`src/verilog/board_reset_pkg.sv`:
```
// board reset/configuration block: shared constants and carrier types
// assumes a byte-wide local-bus register port and one 50 MHz clock
package board_reset_pkg;

   localparam int CLOCK_HZ   = 50000000;
   localparam int ADDR_W     = 5;
   localparam int DATA_W     = 8;
   localparam int CFG_REGS   = 4;

   localparam logic [4:0] CFG0_ADDR       = 5'h00;
   localparam logic [4:0] CFG1_ADDR       = 5'h01;
   localparam logic [4:0] CFG2_ADDR       = 5'h02;
   localparam logic [4:0] CFG3_ADDR       = 5'h03;
   localparam logic [4:0] MODE_ADDR       = 5'h05;
   localparam logic [4:0] RESET_CTRL_ADDR = 5'h06;
   localparam logic [4:0] STATUS_ADDR     = 5'h07;
   localparam logic [4:0] REVISION_ADDR   = 5'h0E;

   // reset control register fields
   localparam int POR_BIT       = 7;
   localparam int REQ_EN_BIT    = 0;
   localparam int RTC_SOFT_BIT  = 1;
   localparam int CFG_RESET_BIT = 2;
   localparam logic [7:0] RESET_CTRL_INIT = 8'h80;
   // mode register fields
   localparam int SRC_REG_BIT   = 0;
   localparam int PCI_EN_BIT    = 1;
   localparam logic [7:0] MODE_INIT = 8'h00;

   // revision codes: arbitrary values
   localparam logic [3:0] MAJOR_REVISION = 4'h1;
   localparam logic [3:0] MINOR_REVISION = 4'h0;

   // hold of generated resets after sources end
   localparam int HARD_HOLD_US    = 100;
   localparam int HARD_HOLD_CYC   = (HARD_HOLD_US * (CLOCK_HZ / 1000000));
   localparam int SOFT_HOLD_US    = 10;
   localparam int SOFT_HOLD_CYC   = (SOFT_HOLD_US * (CLOCK_HZ / 1000000));
   localparam int CNT_W           = 16;

   typedef struct packed {
      logic powerOnReq;
      logic hardReq;
      logic softReq;
   } reset_req_s;

   typedef enum logic [1:0] {
      ST_POWER_ON = 2'b00,
      ST_HARD     = 2'b01,
      ST_SOFT     = 2'b10,
      ST_RUN      = 2'b11
   } seq_state_e;

endpackage : board_reset_pkg

```
`src/verilog/reset_hold_timer.sv`:
```
// stretches a reset request: output stays asserted for a fixed count after request ends
// assumes request is synchronous to clock
`timescale 1ns/10ps
`default_nettype none
module reset_hold_timer
   import board_reset_pkg::*;
#(
   parameter int HOLD = 16
)
(
   input  wire logic clock,
   input  wire logic reset,
   input  wire logic request,
   output logic      active
);
   logic [CNT_W-1:0] count;

   always_ff @(posedge clock or posedge reset)
   begin
      if (reset)
      begin
         // a block reset counts as a request that has just ended
         count <= CNT_W'(HOLD);
      end
      else if (request)
      begin
         count <= CNT_W'(HOLD);
      end
      else if (count != '0)
      begin
         count <= count - 1'b1;
      end
   end

   assign active = request || (count != '0);
endmodule : reset_hold_timer
`default_nettype wire

```
`src/verilog/board_reset_config.sv`:
```
// board reset sequencer, reset-configuration register bank and PCI clock select
// assumes all pin inputs synchronous to clock; bus strobes are one-cycle pulses
`timescale 1ns/10ps
`default_nettype none
module board_reset_config
   import board_reset_pkg::*;
(
   input  wire logic              clock,
   input  wire logic              reset,
   // local bus register port
   input  wire logic              board_chip_select,
   input  wire logic              writeStrobe,
   input  wire logic              readStrobe,
   input  wire logic [ADDR_W-1:0] address,
   input  wire logic [DATA_W-1:0] writeData,
   output logic      [DATA_W-1:0] readData,
   // reset sources, active low; edge_connector_present is active high
   input  wire logic              supervisorReset_n,
   input  wire logic              probeHardReset_n,
   input  wire logic              probeSoftReset_n,
   input  wire logic              hardButton_n,
   input  wire logic              softButton_n,
   input  wire logic              pci_host_reset_n,
   input  wire logic              cpu_reset_request_n,
   input  wire logic              rtcAlarm_n,
   input  wire logic              edge_connector_present,
   // configuration switches
   input  wire logic [DATA_W-1:0] dipSwitch [CFG_REGS],
   // reset outputs, active low; then configuration word, PCI clock and config source selects, active high
   output logic                   power_on_reset_n,
   output logic                   hard_reset_n,
   output logic                   soft_reset_n,
   output logic [DATA_W-1:0]      reset_config_signals [CFG_REGS],
   output logic                   pciClockFromEdge,
   output logic                   configFromRegisters
);

   logic [DATA_W-1:0] cfgReg [CFG_REGS];
   logic [DATA_W-1:0] resetCtrl;
   logic [DATA_W-1:0] modeReg;
   logic [DATA_W-1:0] next_readData;
   logic              hardPrev;
   logic              reloadPending;
   logic              cfgDirty;
   logic              cfgWrite;
   logic              hardHeld;
   logic              softHeld;
   reset_req_s        req;
   seq_state_e        state;

   wire logic [4:0] regSel = address;

   // request merging
   always_comb
   begin
      req.powerOnReq = !supervisorReset_n
                    || !resetCtrl[POR_BIT]
                    || (edge_connector_present && !pci_host_reset_n);
      req.hardReq    = !probeHardReset_n || !hardButton_n
                    || (modeReg[PCI_EN_BIT] && !pci_host_reset_n)
                    || (resetCtrl[REQ_EN_BIT] && !cpu_reset_request_n)
                    || (!resetCtrl[RTC_SOFT_BIT] && !rtcAlarm_n)
                    || (resetCtrl[CFG_RESET_BIT] && cfgDirty);
      req.softReq    = !probeSoftReset_n || !softButton_n
                    || (resetCtrl[RTC_SOFT_BIT] && !rtcAlarm_n);
   end

   // power-on keeps everything in reset; hard and soft follow with hold
   reset_hold_timer #(
      .HOLD (HARD_HOLD_CYC)
   ) hardTimer (
      .clock   (clock),
      .reset   (reset),
      .request (req.powerOnReq || req.hardReq),
      .active  (hardHeld)
   );

   reset_hold_timer #(
      .HOLD (SOFT_HOLD_CYC)
   ) softTimer (
      .clock   (clock),
      .reset   (reset),
      .request (hardHeld || req.softReq),
      .active  (softHeld)
   );

   // sequence state, visible in status register
   always_ff @(posedge clock or posedge reset)
   begin
      if (reset)
      begin
         state <= ST_POWER_ON;
      end
      else
      begin
         case (state)
            ST_POWER_ON: if (!req.powerOnReq) state <= ST_HARD;
            ST_HARD:     if (req.powerOnReq) state <= ST_POWER_ON;
                         else if (!hardHeld) state <= ST_SOFT;
            ST_SOFT:     if (req.powerOnReq) state <= ST_POWER_ON;
                         else if (hardHeld) state <= ST_HARD;
                         else if (!softHeld) state <= ST_RUN;
            ST_RUN:      if (req.powerOnReq) state <= ST_POWER_ON;
                         else if (hardHeld) state <= ST_HARD;
                         else if (softHeld) state <= ST_SOFT;
            default:     state <= ST_POWER_ON;
         endcase
      end
   end

   // reset outputs, registered
   always_ff @(posedge clock or posedge reset)
   begin
      if (reset)
      begin
         power_on_reset_n <= 1'b0;
         hard_reset_n     <= 1'b0;
         soft_reset_n     <= 1'b0;
      end
      else
      begin
         power_on_reset_n <= !req.powerOnReq;
         hard_reset_n     <= !(hardHeld || state == ST_POWER_ON);
         soft_reset_n     <= !(softHeld || state == ST_POWER_ON);
      end
   end

   always_ff @(posedge clock or posedge reset)
   begin
      if (reset)
      begin
         hardPrev <= 1'b0;
      end
      else
      begin
         hardPrev <= !hard_reset_n;
      end
   end

   // switch reload owed after power-on, spent at the next hard release
   always_ff @(posedge clock or posedge reset)
   begin
      if (reset)
      begin
         reloadPending <= 1'b1;
      end
      else if (state == ST_POWER_ON)
      begin
         reloadPending <= 1'b1;
      end
      else if (hardPrev && hard_reset_n)
      begin
         reloadPending <= 1'b0;
      end
   end

   assign cfgWrite = board_chip_select && writeStrobe && (regSel < 5'(CFG_REGS));

   // configuration registers; switch capture on hard release after power-on
   generate
      for (genvar i = 0; i < CFG_REGS; i++)
      begin : cfgBank
         always_ff @(posedge clock or posedge reset)
         begin
            if (reset)
            begin
               cfgReg[i] <= 8'h00;
            end
            else if (board_chip_select && writeStrobe && regSel == 5'(i))
            begin
               cfgReg[i] <= writeData;
            end
            else if (hardPrev && hard_reset_n && reloadPending && !modeReg[SRC_REG_BIT])
            begin
               cfgReg[i] <= dipSwitch[i];
            end
         end
         assign reset_config_signals[i] = cfgReg[i];
      end
   endgenerate

   // pending software change: cleared as the new word is taken by a hard reset
   always_ff @(posedge clock or posedge reset)
   begin
      if (reset)
      begin
         cfgDirty <= 1'b0;
      end
      else if (cfgWrite)
      begin
         cfgDirty <= 1'b1;
      end
      else if (!hard_reset_n)
      begin
         cfgDirty <= 1'b0;
      end
   end

   // control registers; power-on restores the mode default only (reset control keeps all but its POR bit), hard reset keeps them
   always_ff @(posedge clock or posedge reset)
   begin
      if (reset)
      begin
         resetCtrl <= RESET_CTRL_INIT;
         modeReg   <= MODE_INIT;
      end
      else
      begin
         if (board_chip_select && writeStrobe && regSel == RESET_CTRL_ADDR)
         begin
            resetCtrl <= writeData;
         end
         else if (!resetCtrl[POR_BIT])
         begin
            resetCtrl[POR_BIT] <= 1'b1;
         end
         if (board_chip_select && writeStrobe && regSel == MODE_ADDR)
         begin
            modeReg <= writeData;
         end
         else if (req.powerOnReq)
         begin
            modeReg <= MODE_INIT;
         end
      end
   end

   // read path
   always_comb
   begin
      next_readData = 8'h00;
      case (regSel)
         CFG0_ADDR:       next_readData = cfgReg[0];
         CFG1_ADDR:       next_readData = cfgReg[1];
         CFG2_ADDR:       next_readData = cfgReg[2];
         CFG3_ADDR:       next_readData = cfgReg[3];
         MODE_ADDR:       next_readData = modeReg;
         RESET_CTRL_ADDR: next_readData = resetCtrl;
         STATUS_ADDR:     next_readData = {edge_connector_present, cfgDirty, 4'h0, state};
         REVISION_ADDR:   next_readData = {MINOR_REVISION, MAJOR_REVISION};
         default:         next_readData = 8'h00;
      endcase
   end

   always_ff @(posedge clock or posedge reset)
   begin
      if (reset)
      begin
         readData <= 8'h00;
      end
      else if (board_chip_select && readStrobe)
      begin
         readData <= next_readData;
      end
   end

   // clock switch and configuration source select
   always_ff @(posedge clock or posedge reset)
   begin
      if (reset)
      begin
         pciClockFromEdge    <= 1'b0;
         configFromRegisters <= 1'b0;
      end
      else
      begin
         pciClockFromEdge    <= edge_connector_present;
         configFromRegisters <= modeReg[SRC_REG_BIT];
      end
   end

endmodule : board_reset_config
`default_nettype wire

```
`config.mk`:
```
export PLATFORM = sky130hd
export DESIGN_NAME = board_reset_config
export DESIGN_NICKNAME = d
export VERILOG_FILES = /design/src/verilog/board_reset_pkg.sv /design/src/verilog/reset_hold_timer.sv /design/src/verilog/board_reset_config.sv
export SDC_FILE = /design/constraint.sdc
export NUM_CORES = 1
export LEC_CHECK = 0
export ABC_AREA = 1
export BUFFER_PORTS_ARGS = -buffer_cell sky130_fd_sc_hd__buf_4
export CAP_MARGIN = 10
export CORE_ASPECT_RATIO = 0.9
export CORE_MARGIN = 5
export CORE_UTILIZATION = 45
export DETAILED_ROUTE_END_ITERATION = 10
export PLACE_DENSITY = 0.75
export SKIP_CTS_REPAIR_TIMING = 1
export SLEW_MARGIN = 0
export SYNTH_ARGS = -nofsm -noshare
export SYNTH_HDL_FRONTEND = slang
export SYNTH_HIERARCHICAL = 1
export SYNTH_SLANG_ARGS = --single-unit
```
`constraint.sdc`:
```
create_clock -name clock -period 3.4 [get_ports clock]
set_input_delay 0 -clock clock [delete_from_list [all_inputs] [get_ports clock]]
set_output_delay 0 -clock clock [all_outputs]
set_load 0.05 [all_outputs]
```
==> flow_metrics.env <==
export IMPL_period_share_pct=85.8
export IMPL_final_cell_mix="nand2_1 (174), nand3_1 (123), buf_4 (109), dfrtp_1 (85), nor2_1 (80)"
export IMPL_power_density_nw_per_um2=414
export IMPL_path_depth=14
export IMPL_num_rows=39
export IMPL_io_buffers=103
export IMPL_ys_seq_elements=98
export IMPL_worstMarginPinSlew_ns=0.730
export IMPL_finalSetupViolCount=0
export IMPL_leakage_nw=3.70
export IMPL_dp_cells=992
export IMPL_synth_top_cell_by_area="dfrtp_1"
export IMPL_avgSynthCellArea_um2=7.72
export IMPL_die_y_um=117
export IMPL_clock_sinks=98
export IMPL_min_period_ns=2.92
export IMPL_clkPwrFrac_pct=34.2
export IMPL_crit_required_ns=3.62
export IMPL_hold_viol=0
export IMPL_cts_buffers=9
export IMPL_cp_slowest_stage_delay_ns=0.53
export IMPL_final_common_cell="nand2_1"
export IMPL_p_comb_share_pct=21.8
export IMPL_r2r_end="state[1]"
export IMPL_min_path_type="in -> reg"
export IMPL_timing_setup_tns_ns=0
export IMPL_first_pass_iters=5
export IMPL_seqPwrFrac_pct=44.0
export IMPL_cap_violations=0
export IMPL_ys_async_sr_fraction_pct=100
export IMPL_core_area_um2=12600
export IMPL_p_sw_share_pct=32.1
export IMPL_crit_slowest_cell="dfstp_2"
export IMPL_antenna_found_initial=0
export IMPL_drive_above_1_share_pct=24.3
export IMPL_drt_total_wl_um=16600
export IMPL_cp_endpoint="state[1]"
export IMPL_setup_ws_ns=0.484
export IMPL_antennaDiodeCount=0
export IMPL_path_buf_inv=4
export IMPL_track_usage_pct=21.7
export IMPL_pin_count=104
export IMPL_switching_power_mw=0.968
export IMPL_areaGrowthSynthToFinish_pct=26.4
export IMPL_grt_max_degree=36
export IMPL_holdWs_ns=0.0181
export IMPL_die_x_um=129
export IMPL_intPower_mw=2.05
export IMPL_clk_latency_ns=0.35
export IMPL_syn_area_um2=5760
export IMPL_initial_core_util_pct=45.6
export IMPL_overflow=0
export IMPL_wire_per_inst_um=15.9
export IMPL_gp_congestion=0.928
export IMPL_r2r_slack_ns=0.48
export IMPL_rsz0062_at_grt="false"
export IMPL_via_per_inst=5.41
export IMPL_ys_warn_count=6
export IMPL_vdd_drop_max_mv=0.365
export IMPL_synth_net_count=807
export IMPL_first_global_vias=5233
export IMPL_syn_inst=746
export IMPL_timing_rr_start="resetCtrl[7]"
export IMPL_ys_types=39
export IMPL_dp_hpwl_um=11800
export IMPL_fmax_mhz=343
export IMPL_ys_seq_area_share_pct=42.9
export IMPL_ctsHtreeMaxLevel=3
export IMPL_max_slew_margin_pct=51.2
export IMPL_die_area_um2=15200
export IMPL_synth_flop_cell="dfrtp_1"
export IMPL_cp_arrival_ns=3.14
export IMPL_status="finished clean"
export IMPL_start_kind="flip-flop"
export IMPL_drv_slew=0
export IMPL_clkTransAtPathRegs_ns=0.07
export IMPL_placement_setup_worst_slack_ns=0.493
export IMPL_antenna_left=0
export IMPL_reg2reg_depth=14
export IMPL_cts_tree="built"
export IMPL_cp_top_family="compound AO/OA/AOI/OAI gates"
export IMPL_worstPathMaxFanout=17
export IMPL_netlist_area_leader_share_pct=36.9
export IMPL_synth_edf_count=0
export IMPL_crit_chain="nand2_1 -> a21oi_1 -> o2111ai_1 -> inv_1 -> buf_4 -> nand3_1 -> inv_1 -> o2111ai_1 -> clkinv_1 -> nand3_1 -> a21oi_1 -> o211ai_1 -> nand2_1 -> o21ai_1"
export IMPL_num_nets_final=936
export IMPL_cp_end_kind="flip-flop"
export IMPL_drt_initial_drc_count=471
export IMPL_clock_path_buffers=2
export IMPL_vias=5648
export IMPL_drc=0
export IMPL_cp_startpoint="resetCtrl[7]"
export IMPL_finClkSkew_ns=0.00840
export IMPL_path_class="reg -> reg"
export IMPL_cts_root_buffer="clkbuf_16"
export IMPL_grt_pass1_wl_um=26400
export IMPL_layout_cells_non_filler=1044
export IMPL_synth_area_leaders="dfrtp_1 (37%), nand2_1 (11%), nand3_1 (11%), dfstp_2 (5.9%), nor2_1 (5.2%)"
-- kinds of logic (layout without fill, tap and decap cells) --
kind of cell,count (synthesis),after routing,share of synthesized area (%)
XOR/XNOR,1,1,0.152
buffers and inverters,117,251,8.87
flip-flops,98,98,42.9
AND/OR/NAND/NOR,459,459,37.9
adder cells (fa/ha/maj),2,2,0.435
AO/OA/AOI/OAI,69,69,9.82
-- per-layer routing --
metal	up-vias	wire length, um	GRT usage (%)
met5	-	0	0
met4	0	385	6.23
met3	30	1230	5.82
met2	225	8080	34.1
met1	2667	6870	29.4
li1	2726	-	-
-- worst min-delay path by stage --
| stage | end | slack [ns] | start | cells past startpoint |
|---|---|---|---|---|
| floorplan | softTimer/count[0] | -0.09 | reset | 1 |
| detailed placement | modeReg[0] | 0.03 | reset | 2 |
| finish | cfgDirty | 0.02 | writeStrobe | 3 |
| CTS | modeReg[0] | -0.35 | reset | 2 |
| global route | cfgDirty | 0.03 | writeStrobe | 3 |
| global placement | modeReg[0] | 0.02 | reset | 2 |
-- synthesized netlist by cell type (2+ instances only) --
| library cell | instances |
|---|---|
| buf_1 | 4 |
| o21ai_2 | 2 |
| nand2_4 | 4 |
| or2_1 | 2 |
| nor3_1 | 2 |
| o2111ai_1 | 2 |
| o21ai_1 | 16 |
| nor2_2 | 13 |
| buf_6 | 6 |
| inv_2 | 9 |
| o211ai_1 | 9 |
| nor2_4 | 10 |
| nor4_1 | 2 |
| dfrtp_1 | 85 |
| o21ai_0 | 9 |
| buf_2 | 13 |
| nor2_1 | 80 |
| nand2_2 | 4 |
| ha_1 | 2 |
| or2_2 | 3 |
| o22ai_1 | 2 |
| nand3_1 | 123 |
| clkbuf_1 | 3 |
| nand4_1 | 36 |
| nand2_1 | 174 |
| inv_1 | 77 |
| clkinv_1 | 2 |
| a21oi_1 | 5 |
| nand3_4 | 2 |
| o211ai_2 | 24 |
| dfstp_2 | 13 |
-- worst min-delay path, delay by kind of cell --
kind | cells | cell delay (ns)
simple gates | 1 | 0.11
compound gates | 1 | 0.10
buf+inv | 1 | 0.11
-- metrics by stage --
step                      utilization (%)  total power [mW]  area [um2]
after floorplan                         -              1.73        5760
after global placement               52.4              1.96        6620
after detailed placement             52.4              1.96        6620
after CTS                            54.7              3.00        6920
after global routing                 57.6              3.14        7280
final                                57.6              3.01        7280
-- registers in the layout, summed over array words and instances (netlist names), 2 cells and up --
name and flops:
resetCtrl 8, hardTimer/count 16, reset_config_signals 32, state 2, readData 8, softTimer/count 16
modeReg 8
-- power by group through the flow --
stage,clock (mW),sequential (mW),combinational [mW]
after floorplan,0,1.51,0.214
after global placement,0,1.34,0.611
after detailed placement,0,1.34,0.618
after CTS,1.06,1.32,0.620
after global routing,1.10,1.34,0.701
final,1.03,1.33,0.656
-- layout make-up --
class,count,area [um2]
Clock buffer,9,225
Clock inverter,7,70.1
Fill cell,1153,5360
Inverter,90,344
Multi-Input combinational cell,531,2790
Sequential cell,98,2470
Tap cell,164,205
Timing Repair Buffer,145,1180
Power figures use the tool's default switching activity.
